## src/include/router_pkg.sv

```systemverilog
// Constants shared by the input terminal router and its source decoders.
package router_pkg;
    localparam int DATA_W = 16;
    localparam int ADDR_W = 4;
    localparam int TERM_N = 7;
    localparam int DIGIT_W = 4;
    localparam int LATCH_N = 3;
    localparam int NEAR_PAIR_N = 3;
    localparam int FUNC_N = 4;

    localparam logic [3:0] ADDR_NEAR_CFG = 4'h0;
    localparam logic [3:0] ADDR_INPUT_CFG = 4'h1;
    localparam logic [3:0] ADDR_RESTART = 4'h2;
    localparam logic [3:0] ADDR_NEAR_ACT = 4'h3;
    localparam logic [3:0] ADDR_INPUT_ACT = 4'h4;
    localparam logic [3:0] ADDR_STATUS = 4'h5;

    localparam logic [15:0] NEAR_CFG_RESET = 16'h0000;
    localparam logic [15:0] INPUT_CFG_RESET = 16'h6543;
    localparam logic [15:0] NEAR_CFG_MAX = 16'h0333;
    localparam logic [15:0] NEAR_RESERVED_MASK = 16'hFFF0;
    localparam logic [15:0] READ_ZERO = 16'h0000;
    localparam logic [3:0] NEAR_DIGIT_MAX = 4'h3;

    localparam int RESTART_BIT = 0;
    localparam int STAT_HOMING = 0;
    localparam int STAT_EXT_LATCH_ONE = 1;
    localparam int STAT_NEAR_IN = 4;
    localparam int STAT_PENDING = 5;

    localparam logic [3:0] CODE_FORCE_ON = 4'h7;
    localparam logic [3:0] CODE_FORCE_OFF = 4'h8;
    localparam logic [3:0] CODE_INV_BASE = 4'h9;
    localparam logic [3:0] CODE_LATCH_LO = 4'h4;
    localparam logic [3:0] CODE_LATCH_INV_LO = 4'hD;
    localparam logic [3:0] CODE_LATCH_INV_HI = 4'hF;

    typedef enum logic [1:0] {
        NEAR_OFF = 2'b00,
        NEAR_PAIR_A = 2'b01,
        NEAR_PAIR_B = 2'b10,
        NEAR_PAIR_C = 2'b11
    } near_route_t;
endpackage

```

## src/include/route_sel_if.sv

```systemverilog
// Carrier between the router and one source decoder.
`timescale 1ns/10ps
interface route_sel_if;
    logic [router_pkg::DIGIT_W-1:0] code;
    logic [router_pkg::TERM_N-1:0] terms;
    logic level;
    modport dec (input code, input terms, output level);
    modport user (output code, output terms, input level);
endinterface

```

## src/hdl/input_source_decoder.sv

```systemverilog
// Decodes one selection digit into the level of one internal function.
`timescale 1ns/10ps
module input_source_decoder #(
    parameter bit IS_HOMING = 1'b0
) (
    route_sel_if.dec bus
);
    logic [3:0] inv_idx;

    assign inv_idx = bus.code - router_pkg::CODE_INV_BASE;

    always_comb begin
        bus.level = 1'b0;
        if (bus.code == router_pkg::CODE_FORCE_ON) begin
            bus.level = 1'b1;
        end else if (bus.code == router_pkg::CODE_FORCE_OFF) begin
            bus.level = 1'b0;
        end else if (IS_HOMING) begin
            if (bus.code < router_pkg::CODE_FORCE_ON) begin
                bus.level = bus.terms[bus.code[2:0]];
            end else begin
                bus.level = ~bus.terms[inv_idx[2:0]];
            end
        end else begin
            if (bus.code >= router_pkg::CODE_LATCH_LO &&
                    bus.code < router_pkg::CODE_FORCE_ON) begin
                bus.level = bus.terms[bus.code[2:0]];
            end else if (bus.code >= router_pkg::CODE_LATCH_INV_LO &&
                    bus.code <= router_pkg::CODE_LATCH_INV_HI) begin
                bus.level = ~bus.terms[inv_idx[2:0]];
            end else begin
                bus.level = 1'b0;
            end
        end
    end
endmodule // input_source_decoder

```

## src/hdl/io_terminal_signal_router.sv

```systemverilog
// Input terminal to function router and near-position output router.
// Notes on behaviour
// - The input selection word takes any 16-bit value, resets to 6543 and a written value takes effect only at restart.
// - Homing decel codes 0 to 6 pick terminals 13, 7, 8, 9, 10, 11, 12; code 7 forces on and code 8 forces off.
// - Homing decel codes 9 to F pick the same seven terminals in order but feed the inverted level.
// - Latch one codes 4 to 6 pick terminals 10 to 12, D to F their inverse, 7 forces on, everything else off.
// - The near route word accepts 0000 to 0003, resets to 0000, applies at restart and only its low digit acts.
// - Near route digit 0 drives no output pair, while 1, 2 and 3 drive one of the three pairs.
`timescale 1ns/10ps
module io_terminal_signal_router #(
    parameter int TERM_N = router_pkg::TERM_N,
    parameter int NEAR_PAIR_N = router_pkg::NEAR_PAIR_N
) (
    input wire logic mclk,
    input wire logic sys_rst,
    input wire logic [router_pkg::ADDR_W-1:0] reg_addr,
    input wire logic [router_pkg::DATA_W-1:0] reg_wdata,
    input wire logic reg_wr,
    input wire logic reg_rd,
    output logic [router_pkg::DATA_W-1:0] reg_rdata,
    input wire logic [TERM_N-1:0] in_term,
    input wire logic near_pos,
    output logic homing_decel_switch,
    output logic ext_latch_one,
    output logic ext_latch_two,
    output logic ext_latch_three,
    output logic [NEAR_PAIR_N-1:0] near_out
);
    logic [15:0] near_output_route_cfg_reg;
    logic [15:0] input_route_cfg_five_reg;
    logic [15:0] near_active_reg;
    logic [15:0] input_active_reg;
    logic [15:0] rdata_reg;
    logic homing_reg;
    logic [router_pkg::LATCH_N-1:0] latch_reg;
    logic [NEAR_PAIR_N-1:0] near_out_reg;
    logic [router_pkg::FUNC_N-1:0] func_level;
    logic [15:0] rdata_next;
    logic wr_near;
    logic wr_input;
    logic restart_req;
    logic near_ok;
    logic pending;
    router_pkg::near_route_t near_route;
    logic near_enabled;
    logic [1:0] near_pair_idx;
    logic [15:0] status_word;

    route_sel_if sel_if[router_pkg::FUNC_N] ();

    // Write strobes; a restart needs its enable bit set.
    assign wr_near = reg_wr && reg_addr == router_pkg::ADDR_NEAR_CFG;
    assign wr_input = reg_wr && reg_addr == router_pkg::ADDR_INPUT_CFG;
    assign restart_req = reg_wr && reg_addr == router_pkg::ADDR_RESTART &&
        reg_wdata[router_pkg::RESTART_BIT];

    // Near words outside the legal range are dropped whole.
    assign near_ok = reg_wdata <= router_pkg::NEAR_CFG_MAX &&
        (reg_wdata & router_pkg::NEAR_RESERVED_MASK) == 16'h0000 &&
        reg_wdata[3:0] <= router_pkg::NEAR_DIGIT_MAX;
    assign pending = near_output_route_cfg_reg != near_active_reg ||
        input_route_cfg_five_reg != input_active_reg;
    assign near_route = router_pkg::near_route_t'(near_active_reg[1:0]);

    // Stored setting words, written by software.
    always_ff @(posedge mclk) begin
        if (sys_rst) begin
            input_route_cfg_five_reg <= router_pkg::INPUT_CFG_RESET;
        end else if (wr_input) begin
            input_route_cfg_five_reg <= reg_wdata;
        end
    end

    always_ff @(posedge mclk) begin
        if (sys_rst) begin
            near_output_route_cfg_reg <= router_pkg::NEAR_CFG_RESET;
        end else if (wr_near && near_ok) begin
            near_output_route_cfg_reg <= reg_wdata;
        end
    end

    // Working copies, loaded only by a restart.
    always_ff @(posedge mclk) begin
        if (sys_rst) begin
            input_active_reg <= router_pkg::INPUT_CFG_RESET;
        end else if (restart_req) begin
            input_active_reg <= input_route_cfg_five_reg;
        end
    end

    always_ff @(posedge mclk) begin
        if (sys_rst) begin
            near_active_reg <= router_pkg::NEAR_CFG_RESET;
        end else if (restart_req) begin
            near_active_reg <= near_output_route_cfg_reg;
        end
    end

    // One decoder per function; digit 0 is homing, the rest are latches.
    generate
        for (genvar g = 0; g < router_pkg::FUNC_N; g++) begin : g_dec
            assign sel_if[g].code =
                input_active_reg[g*router_pkg::DIGIT_W +: router_pkg::DIGIT_W];
            assign sel_if[g].terms = in_term;
            assign func_level[g] = sel_if[g].level;
            input_source_decoder #(
                .IS_HOMING(g == 0)
            ) u_dec (
                .bus(sel_if[g])
            );
        end
    endgenerate

    // Routed function levels, one flop each.
    always_ff @(posedge mclk) begin
        if (sys_rst) begin
            homing_reg <= 1'b0;
        end else begin
            homing_reg <= func_level[0];
        end
    end

    generate
        for (genvar k = 0; k < router_pkg::LATCH_N; k++) begin : g_latch
            always_ff @(posedge mclk) begin
                if (sys_rst) begin
                    latch_reg[k] <= 1'b0;
                end else begin
                    latch_reg[k] <= func_level[k+1];
                end
            end
        end
    endgenerate

    // Pair index from the active near digit; digit 0 disconnects.
    always_comb begin
        near_enabled = 1'b1;
        near_pair_idx = 2'b00;
        unique case (near_route)
            router_pkg::NEAR_OFF: begin
                near_enabled = 1'b0;
            end
            router_pkg::NEAR_PAIR_A: begin
                near_pair_idx = 2'b00;
            end
            router_pkg::NEAR_PAIR_B: begin
                near_pair_idx = 2'b01;
            end
            router_pkg::NEAR_PAIR_C: begin
                near_pair_idx = 2'b10;
            end
        endcase
    end

    // Near-position routing to the output terminal pairs.
    generate
        for (genvar p = 0; p < NEAR_PAIR_N; p++) begin : g_near
            always_ff @(posedge mclk) begin
                if (sys_rst) begin
                    near_out_reg[p] <= 1'b0;
                end else begin
                    near_out_reg[p] <= near_pos && near_enabled &&
                        near_pair_idx == 2'(p);
                end
            end
        end
    endgenerate

    // Status word: routed levels, raw near input and pending restart.
    always_comb begin
        status_word = router_pkg::READ_ZERO;
        status_word[router_pkg::STAT_HOMING] = homing_reg;
        status_word[router_pkg::STAT_EXT_LATCH_ONE +: router_pkg::LATCH_N] = latch_reg;
        status_word[router_pkg::STAT_NEAR_IN] = near_pos;
        status_word[router_pkg::STAT_PENDING] = pending;
    end

    // Read decode; unmapped addresses read zero.
    always_comb begin
        rdata_next = router_pkg::READ_ZERO;
        unique case (reg_addr)
            router_pkg::ADDR_NEAR_CFG: begin
                rdata_next = near_output_route_cfg_reg;
            end
            router_pkg::ADDR_INPUT_CFG: begin
                rdata_next = input_route_cfg_five_reg;
            end
            router_pkg::ADDR_NEAR_ACT: begin
                rdata_next = near_active_reg;
            end
            router_pkg::ADDR_INPUT_ACT: begin
                rdata_next = input_active_reg;
            end
            router_pkg::ADDR_RESTART: begin
                rdata_next = router_pkg::READ_ZERO;
            end
            router_pkg::ADDR_STATUS: begin
                rdata_next = status_word;
            end
            default: begin
                rdata_next = router_pkg::READ_ZERO;
            end
        endcase
    end

    // Read data stand only in the cycle after the read strobe.
    always_ff @(posedge mclk) begin
        if (sys_rst) begin
            rdata_reg <= router_pkg::READ_ZERO;
        end else if (reg_rd) begin
            rdata_reg <= rdata_next;
        end else begin
            rdata_reg <= router_pkg::READ_ZERO;
        end
    end

    assign reg_rdata = rdata_reg;
    assign homing_decel_switch = homing_reg;
    assign ext_latch_one = latch_reg[0];
    assign ext_latch_two = latch_reg[1];
    assign ext_latch_three = latch_reg[2];
    assign near_out = near_out_reg;
endmodule // io_terminal_signal_router

```

## config.mk

```make
export PLATFORM = sky130hd
export DESIGN_NAME = io_terminal_signal_router
export DESIGN_NICKNAME = d
export VERILOG_FILES = /design/src/include/router_pkg.sv /design/src/include/route_sel_if.sv /design/src/hdl/input_source_decoder.sv /design/src/hdl/io_terminal_signal_router.sv
export SDC_FILE = /design/constraint.sdc
export NUM_CORES = 1
export LEC_CHECK = 0
export ABC_CLOCK_PERIOD_IN_PS = 4400
export BUFFER_PORTS_ARGS = -buffer_cell sky130_fd_sc_hd__buf_2
export CAP_MARGIN = 20
export CORE_MARGIN = 2
export CORE_UTILIZATION = 50
export CTS_CLUSTER_SIZE = 14
export DETAILED_ROUTE_END_ITERATION = 12
export GPL_TIMING_DRIVEN = 1
export PLACE_DENSITY = 0.71
export REMOVE_ABC_BUFFERS = 1
export SKIP_CTS_REPAIR_TIMING = 1
export SLEW_MARGIN = 20
export SYNTH_ARGS = -nofsm -noshare
export SYNTH_HDL_FRONTEND = slang
export SYNTH_SLANG_ARGS = --single-unit
```

## constraint.sdc

```tcl
create_clock -name mclk -period 4.4 [get_ports mclk]
set_input_delay 0.66 -clock mclk [delete_from_list [all_inputs] [get_ports mclk]]
set_output_delay 0.66 -clock mclk [all_outputs]
set_load 0.01 [all_outputs]
```

After elaboration in Yosys (flattened, before gate mapping). Index checks and enable logic that the tools add are counted.

Bits in registers: 87. Latch bits: 0. RAM bits: 0. Bits in read-only memories: 0. Input port bits: 32. Logic and storage cells: 120. Memories kept: 0.

Add/sub/neg operators: 4. Multiply operators: 0. Div/mod/pow operators: 0. Magnitude comparators: 23. Equal/unequal tests: 19. Shifts and indexed selects: 0. Multiplexer cells: 34. Bitwise logic cells: 5. Reductions and logical operators: 23.

Operators by type and width (count): 16-bit one-hot mux with 5 select lines (1); 3-bit by 4-bit less-than comparator with 1-bit output, second input constant (8); 16-bit != test (2); 1-bit binary-select mux with 3-bit select (8); 4-bit by 3-bit equality test with 1-bit output, second input constant (6); 1-bit two-way mux (24); 1-bit logical AND (17); 4-bit equality test, second input constant (4); 16-bit by 10-bit less-or-equal comparator with 1-bit output, second input constant (1); 16-bit logical NOT (1); 4-bit by 3-bit less-than comparator with 1-bit output, second input constant (4); 4-bit by 3-bit greater-or-equal comparator with 1-bit output, second input constant (3); 4-bit greater-or-equal comparator, second input constant (3); 4-bit less-or-equal comparator, second input constant (3); 3-bit by 1-bit subtractor with 3-bit output, second input constant (4); 4-bit by 2-bit equality test with 1-bit output, second input constant (2); 2-bit equality test, second input constant (3); 1-bit inverter (5); 4-bit by 1-bit equality test with 1-bit output, second input constant (1); 4-bit by 2-bit less-or-equal comparator with 1-bit output, second input constant (1); 2-bit logical NOT (2); 4-bit logical NOT (1); 2-bit one-hot mux with 2 select lines (1); 2-bit by 1-bit equality test with 1-bit output, second input constant (1); 2 further kinds (2).

Depth between registers and ports, before layout. Gate-level depths: netlist (run 1).

Word-level depth: 8. Mapped depth: 8.

Hierarchy. Synthesis (run 1) repeated with hierarchy kept, for this count alone.

Cells, all modules: 483. Area total of the unflattened synthesis: 4265.3 um^2.

Modules (own cells, without submodules): io_terminal_signal_router (instances 1, cells an instance 404, area an instance 3601.0 um^2, seq. area each 1741.7 um^2); input_source_decoder (g_dec[1].u_dec ...) (instances 3, cells an instance 19, area an instance 162.7 um^2, seq. area each 0.0 um^2); input_source_decoder (g_dec[0].u_dec) (instances 1, cells an instance 22, area an instance 176.4 um^2, seq. area each 0.0 um^2).

Worst setup path after synthesis (run 1). OpenSTA, ideal clock, no wires.

Path type: input -> register. Start: in reg_addr[1] (netlist bit). End: reg near_output_route_cfg_reg[10]. Setup time: 0.115 ns. Data arrival time: 1.858 ns. Slack: 2.427 ns. Stages on the path: 7. Buffers on the path: 2. Path through: buf_4 nor4_4 nand3_2 nor2_2 nor2_1 buf_2 and2_1.

Word-level cells in the longest chain between the ends: 3.

RTL lines: from (decl) (line io_terminal_signal_router.sv:16) `input wire logic [router_pkg::ADDR_W-1:0] reg_addr,`; 4-bit logical NOT (line io_terminal_signal_router.sv:52) `assign wr_near = reg_wr && reg_addr == router_pkg::ADDR_NEAR_CFG;`; 1-bit logical AND (line io_terminal_signal_router.sv:52); 1-bit logical AND (line io_terminal_signal_router.sv:77) `end else if (wr_near && near_ok) begin`; to (signal assigned) (line io_terminal_signal_router.sv:76) `near_output_route_cfg_reg <= router_pkg::NEAR_CFG_RESET;`; to (signal assigned) (line io_terminal_signal_router.sv:78) `near_output_route_cfg_reg <= reg_wdata;`; to (decl) (line io_terminal_signal_router.sv:29) `logic [15:0] near_output_route_cfg_reg;`.

Every way passes these cells. A chain may end at the register's enable or synchronous reset.

Worst setup path in the final report (run 1).
Start: in reg_addr[2] (netlist bit). End: reg input_active_reg[13].

Word-level cells in the longest chain between the ends: 3.

RTL lines: 4-bit by 2-bit equality test with 1-bit output (line io_terminal_signal_router.sv:54) `assign restart_req = reg_wr && reg_addr == router_pkg::ADDR_RESTART &&`; 1-bit logical AND (2 in a row) (line io_terminal_signal_router.sv:54); to (signal assigned) (line io_terminal_signal_router.sv:85) `input_active_reg <= router_pkg::INPUT_CFG_RESET;`; to (signal assigned) (line io_terminal_signal_router.sv:87) `input_active_reg <= input_route_cfg_five_reg;`; to (decl) (line io_terminal_signal_router.sv:32) `logic [15:0] input_active_reg;`.

Every way passes these cells.

==> results.yml, run 1 <==
synth:
  yosysTopAreaCellShare: 0.412
  synth_seq_cells: 87
  synth.most_common_cell: "nand2_1"
  synthFlopType: "dfxtp_1"
  syn_inst: 475
  synth_async_sr_flop_share: 0
  synth_warnings: 0
  synth_seq_area_share: 0.412
  avgSynthCellArea_sq_um: 8.89
  synth_cell_types: 47
  synth_edf_count: 0
  synth.largest_area_cell: "dfxtp_1"
  synthTopCellsByArea: "dfxtp_1, nand2_1, xnor2_1"
  syn-cell-area_sq_mm: 0.00422
  synth_commonest_cells: "nand2_1, dfxtp_1, a21oi_1, xnor2_1, and2_1"
sta:
  setup_tns_ns: 0
  period_share: 0.534
  setup_viol: 0
  drv_slew: 0
  period_needed_ns: 2.35
  fmax_ghz: 0.425
  worstMarginPinSlew_ns: 0.985
  maxSlewHeadroom: 0.341
  fin_worst_skew_ns: 0.00617
  rsz0062_at_grt: "false"
  finalHoldViolCount: 0
final_layout:
  multi_input_area_sq_mm: 0.00230
  syn_to_final_growth_pct: 12.1
  fillers: 712
  fin_nets: 558
  seqCellArea_sq_mm: 0.00174
  num_antenna_cells: 0
  drive_above_1_share: 0.192
floorplan:
  die_w_um: 95.9
  start_util: 0.514
  core.rowCount: 33
  die_h_um: 95.9
  core-area_sq_mm: 0.00822
  ioPinCount: 55
  die_area_sq_mm: 0.00920
setup_path:
  crit_family: "simple AND/OR/NAND/NOR gates"
  cp.arrival_ns: 2.61
  crit_slowest_cell: "and4_1"
  critPathKind: "in -> reg"
  crit_chain: "buf_2 -> nor3_1 -> and4_1 -> buf_4 -> nor2_1 -> a211o_1"
  cpPeakStageDelay_ns: 0.68
  worstPathBufferInverterCount: 2
  critPathLaunchType: "input pin"
  cp-end-kind: "flip-flop"
  cp_max_fo: 20
  worst_ep_required_time_ns: 4.66
placement:
  place_congestion: 0.871
  dpl.hpwl_um: 7810
  port-buffer-count: 54
route:
  routed-via-count: 3661
  wl_per_cell_um: 18.0
  drc_errors: 0
  drt-total-wl_um: 11300
  drtIter0Drc: 334
  route.antenna.remaining_nets: 0
  drt_pass1_iterations: 7
  viasPerCell: 5.86
outcome:
  status: "finished, final reports clean"
clock_network:
  cts_root_buf: "clkbuf_8"
  clk_latency_ns: 0.36
  numCtsBuffers: 9
  clock_path_buffers: 2
  cts_sinks: 87
  cts_tree: "done"
  h-tree-depth: 3
  clk_pin_slew_ns: 0.08
power_and_ir_drop:
  peakVddDrop_mv: 0.176
  total_power_uw: 1540
  power.leakage_uw: 0.00176
  power_density_mw_per_mm2: 326
grt:
  grt_usage: 0.258
  grt-ovfl-total: 0
  grt_max_degree: 56
  grt_pass1_wl_um: 17900
  antenna_found_initial: 0
  grt_pass1_vias: 3443
min_path:
  hold_class: "reg -> reg"
job:
  cap_violations: 0
==> metal layers <==
| metal | vias to the layer above | GRT usage | routed length (um) |
|---|---|---|---|
| met5 | - | 0 | 0 |
| met4 | 0 | 0.0762 | 126 |
| met3 | 13 | 0.0446 | 724 |
| met2 | 129 | 0.400 | 5160 |
| met1 | 1772 | 0.368 | 5260 |
| li1 | 1747 | - | - |
==> kinds of logic after synthesis <==
logic type	Yosys count	synth area share
buf+inv	38	0.0435
xor+xnor	32	0.0664
simple gates	186	0.225
compound gates	101	0.153
fa+ha+maj	11	0.0326
flops	87	0.412
mux	20	0.0675
==> through the flow <==
stage | utilization | hold slack, ns | cells | area [sq um] | worst slack, ns
finish | 0.577 | 0.485 | 625 | 4740 | 2.05
floorplan | - | 0.455 | 446 | 4070 | 2.31
global route | 0.577 | 0.505 | 625 | 4740 | 1.98
CTS | 0.577 | 0.485 | 625 | 4740 | 2.08
detailed placement | 0.548 | 0.474 | 609 | 4510 | 1.69
global placement | 0.548 | 0.468 | 609 | 4510 | 1.73
==> worst paths after layout <==
path | start | to | slack (ns) | depth (start not counted)
max | reg_addr[2] | input_active_reg[13]$_SDFFE_PP1P_ | 2.05 | 6
min reg2reg | near_active_reg[13]$_SDFFE_PP0P_ | near_active_reg[13]$_SDFFE_PP0P_ | 0.49 | 2
min | near_active_reg[13]$_SDFFE_PP0P_ | near_active_reg[13]$_SDFFE_PP0P_ | 0.49 | 2
max reg2reg | input_active_reg[0]$_SDFFE_PP1P_ | homing_decel_switch$_SDFF_PP0_ | 2.30 | 6
==> layout make-up <==
class | instances | share of cell area
tap | 105 | 0.0277
sequential | 87 | 0.368
clock inverter | 5 | 0.0169
multi-input combinational | 350 | 0.485
clock buffer | 11 | 0.0320
inverter | 9 | 0.00713
timing repair buffer | 58 | 0.0634
==> where the power goes <==
part / total (uW) / internal [uW] / switching, uW
combinational: 104 / 41.8 / 62.3
sequential: 800 / 793 / 7.76
clock: 640 / 350 / 290
==> tightest hold or removal path, cell delays in order, from the launching register on <==
cell     delay (ns)
dfxtp_1        0.33
nand2_1        0.06
a21oi_1        0.05
==> cells in the final DEF, fill, tap and decap left out, drive strengths merged, types with 6 or more instances in the layout <==
master	count
ha	11
clkbuf	11
inv	9
nand4	9
and2	15
xnor2	32
nor2	10
a21oi	57
buf	58
dfxtp	87
nand2	107
a22oi	10
nand3	7
mux2	8
nand3b	10
a222oi	10
o21ai	8
mux2i	6
nor4	8
mux4	6
Note: power is estimated with default switching activity, not from simulation.
==> run 2: changes to the inputs <==
ABC_AREA = 1   (was not set)
ABC_CLOCK_PERIOD_IN_PS = 2340   (was 4400)
PLACE_DENSITY = 0.7   (was 0.71)
clock period = 2.34 ns   (was 4.4 ns; I/O delays follow)
==> results.yml, run 2 <==
route:
  viasPerCell: 5.38
  drt_pass1_iterations: 7
  routed-via-count: 4063
  drt-total-wl_um: 11100
  drc_errors: 0
  drtIter0Drc: 188
  wl_per_cell_um: 14.7
  route.antenna.remaining_nets: 0
sta:
  fmax_ghz: 0.513
  timing.hold.ws_ns: 0.215
  setup_viol: 0
  drv_slew: 0
  worstMarginPinSlew_ns: 0.605
  period_share: 0.833
  period_needed_ns: 1.95
  rsz0062_at_grt: "false"
  fin_worst_skew_ns: 0.00848
  maxSlewHeadroom: 0.596
  setup_tns_ns: 0
  finalHoldViolCount: 0
final_layout:
  layout_common_cells: "nand2_1, dfxtp_1, inv_1, o21ai_0"
  instances_no_fill: 755
  final_common_cell: "nand2_1"
  design_area_sq_mm: 0.00487
  fin_nets: 687
  fillers: 837
  syn_to_final_growth_pct: 11.7
  drive_above_1_share: 0.138
  num_antenna_cells: 0
setup_path:
  cp.arrival_ns: 2.21
  critPathKind: "reg -> reg"
  cp-end-kind: "flip-flop"
  cp_max_fo: 11
  crit-reg2reg-launch: "input_active_reg[0]$_SDFFE_PP1P_"
  worst_ep_required_time_ns: 2.60
  setup.worst_path.start: "input_active_reg[0]$_SDFFE_PP1P_"
  critPathLaunchType: "flip-flop"
synth:
  avgSynthCellArea_sq_um: 7.30
  synth_cell_types: 35
  synth_commonest_cells: "nand2_1, dfxtp_1, inv_1, o21ai_0, nor2_1"
  synth_edf_count: 0
  synthFlopType: "dfxtp_1"
  syn-cell-area_sq_mm: 0.00436
  synth.largest_area_cell: "dfxtp_1"
  syn_inst: 598
  yosysTopAreaCellShare: 0.399
  synth_warnings: 0
  synth_seq_area_share: 0.399
  synth_async_sr_flop_share: 0
  synth_seq_cells: 87
  synthTopCellsByArea: "dfxtp_1, nand2_1, inv_1"
  synth.most_common_cell: "nand2_1"
clock_network:
  numCtsBuffers: 9
  clk_latency_ns: 0.36
  clock_path_buffers: 2
  cts_root_buf: "clkbuf_8"
  h-tree-depth: 3
  cts_sinks: 87
  clk_pin_slew_ns: 0.08
  cts_tree: "done"
power_and_ir_drop:
  p_int_uw: 2100
  total_power_uw: 2790
  power.leakage_uw: 0.00222
  switching_share: 0.250
  p_sw_uw: 697
  pwr-share-seq: 0.544
  p_clk_frac: 0.367
  comb_power_share: 0.089
  power_density_mw_per_mm2: 573
  peakVddDrop_mv: 0.301
floorplan:
  core-area_sq_mm: 0.00859
  die_h_um: 97.4
  core.rowCount: 34
  start_util: 0.508
  ioPinCount: 55
  die_area_sq_mm: 0.00949
  die_w_um: 97.4
grt:
  grt_usage: 0.239
  grt_max_degree: 62
  met1_usage: 0.327
  antenna_found_initial: 0
  gr-usage-met2: 0.393
  grt-ovfl-total: 0
  grt_pass1_wl_um: 18400
  top_usage_layer: "met2"
  met3_usage: 0.0273
  grt_pass1_vias: 3732
placement:
  place_congestion: 0.823
  port-buffer-count: 54
  dpl.hpwl_um: 8240
  place_area_sq_mm: 0.00469
  dp.cells: 741
min_path:
  hold_class: "in -> reg"
  min-delay-start: "reg_wdata[8]"
outcome:
  status: "finished, final reports clean"
job:
  cap_violations: 0
## run 2: worst max-delay path, cell delays in order (launching register included)
cell and delay (ns):
dfxtp_1 0.52, clkinv_1 0.33, ha_1 0.43, nor3_1 0.21
nor3_1 0.06, o21ai_0 0.08, nand3_1 0.09, nand2_1 0.07
nor2_1 0.05
## run 2: stage by stage
step	utilization	setup WS, ns
global placement	0.546	0.562
CTS	0.567	0.444
floorplan	-	0.375
global route	0.567	0.177
detailed placement	0.546	0.461
finish	0.567	0.391
## run 2: cell type report
class	count	area, sq um	area share
Tap cell	108	135	0.0277
Sequential cell	87	1740	0.357
Clock buffer	10	138	0.0282
Multi-Input combinational cell	397	2170	0.445
Clock inverter	4	47.5	0.00975
Timing Repair Buffer	59	308	0.0631
Inverter	90	338	0.0693
## run 2: power groups by stage
stage                     logic, uW  registers, uW  clock network, uW
after global routing            279           1520               1110
after global placement          241           1550                  0
after detailed placement        247           1550                  0
final                           249           1520               1030
after CTS                       248           1520               1040
after floorplan                 141           1550                  0
## run 2: kinds of logic (layout without fill, tap and decap cells)
family / count (synthesis) / in the layout / synth area share
adder cells (fa/ha/maj): 11 / 11 / 0.0315
buffers and inverters: 114 / 163 / 0.104
AO/OA/AOI/OAI: 158 / 158 / 0.205
AND/OR/NAND/NOR: 203 / 203 / 0.210
flip-flops: 87 / 87 / 0.399
XOR/XNOR: 25 / 25 / 0.0502
## run 2: per-layer routing
layer  routed length [um]  vias up
li1                     -     2073
met1                 5140     1865
met2                 5210      111
met3                  591       14
met4                  194        0
met5                    0        -
## run 2: worst paths after layout
kind | end | slack [ns] | cells after the start
setup reg to reg | homing_decel_switch$_SDFF_PP0_ | 0.39 | 8
setup / recovery | homing_decel_switch$_SDFF_PP0_ | 0.39 | 8
hold / removal | input_route_cfg_five_reg[8]$_SDFFE_PP1P_ | 0.21 | 3
hold reg to reg | near_output_route_cfg_reg[15]$_SDFFE_PP0P_ | 0.48 | 2
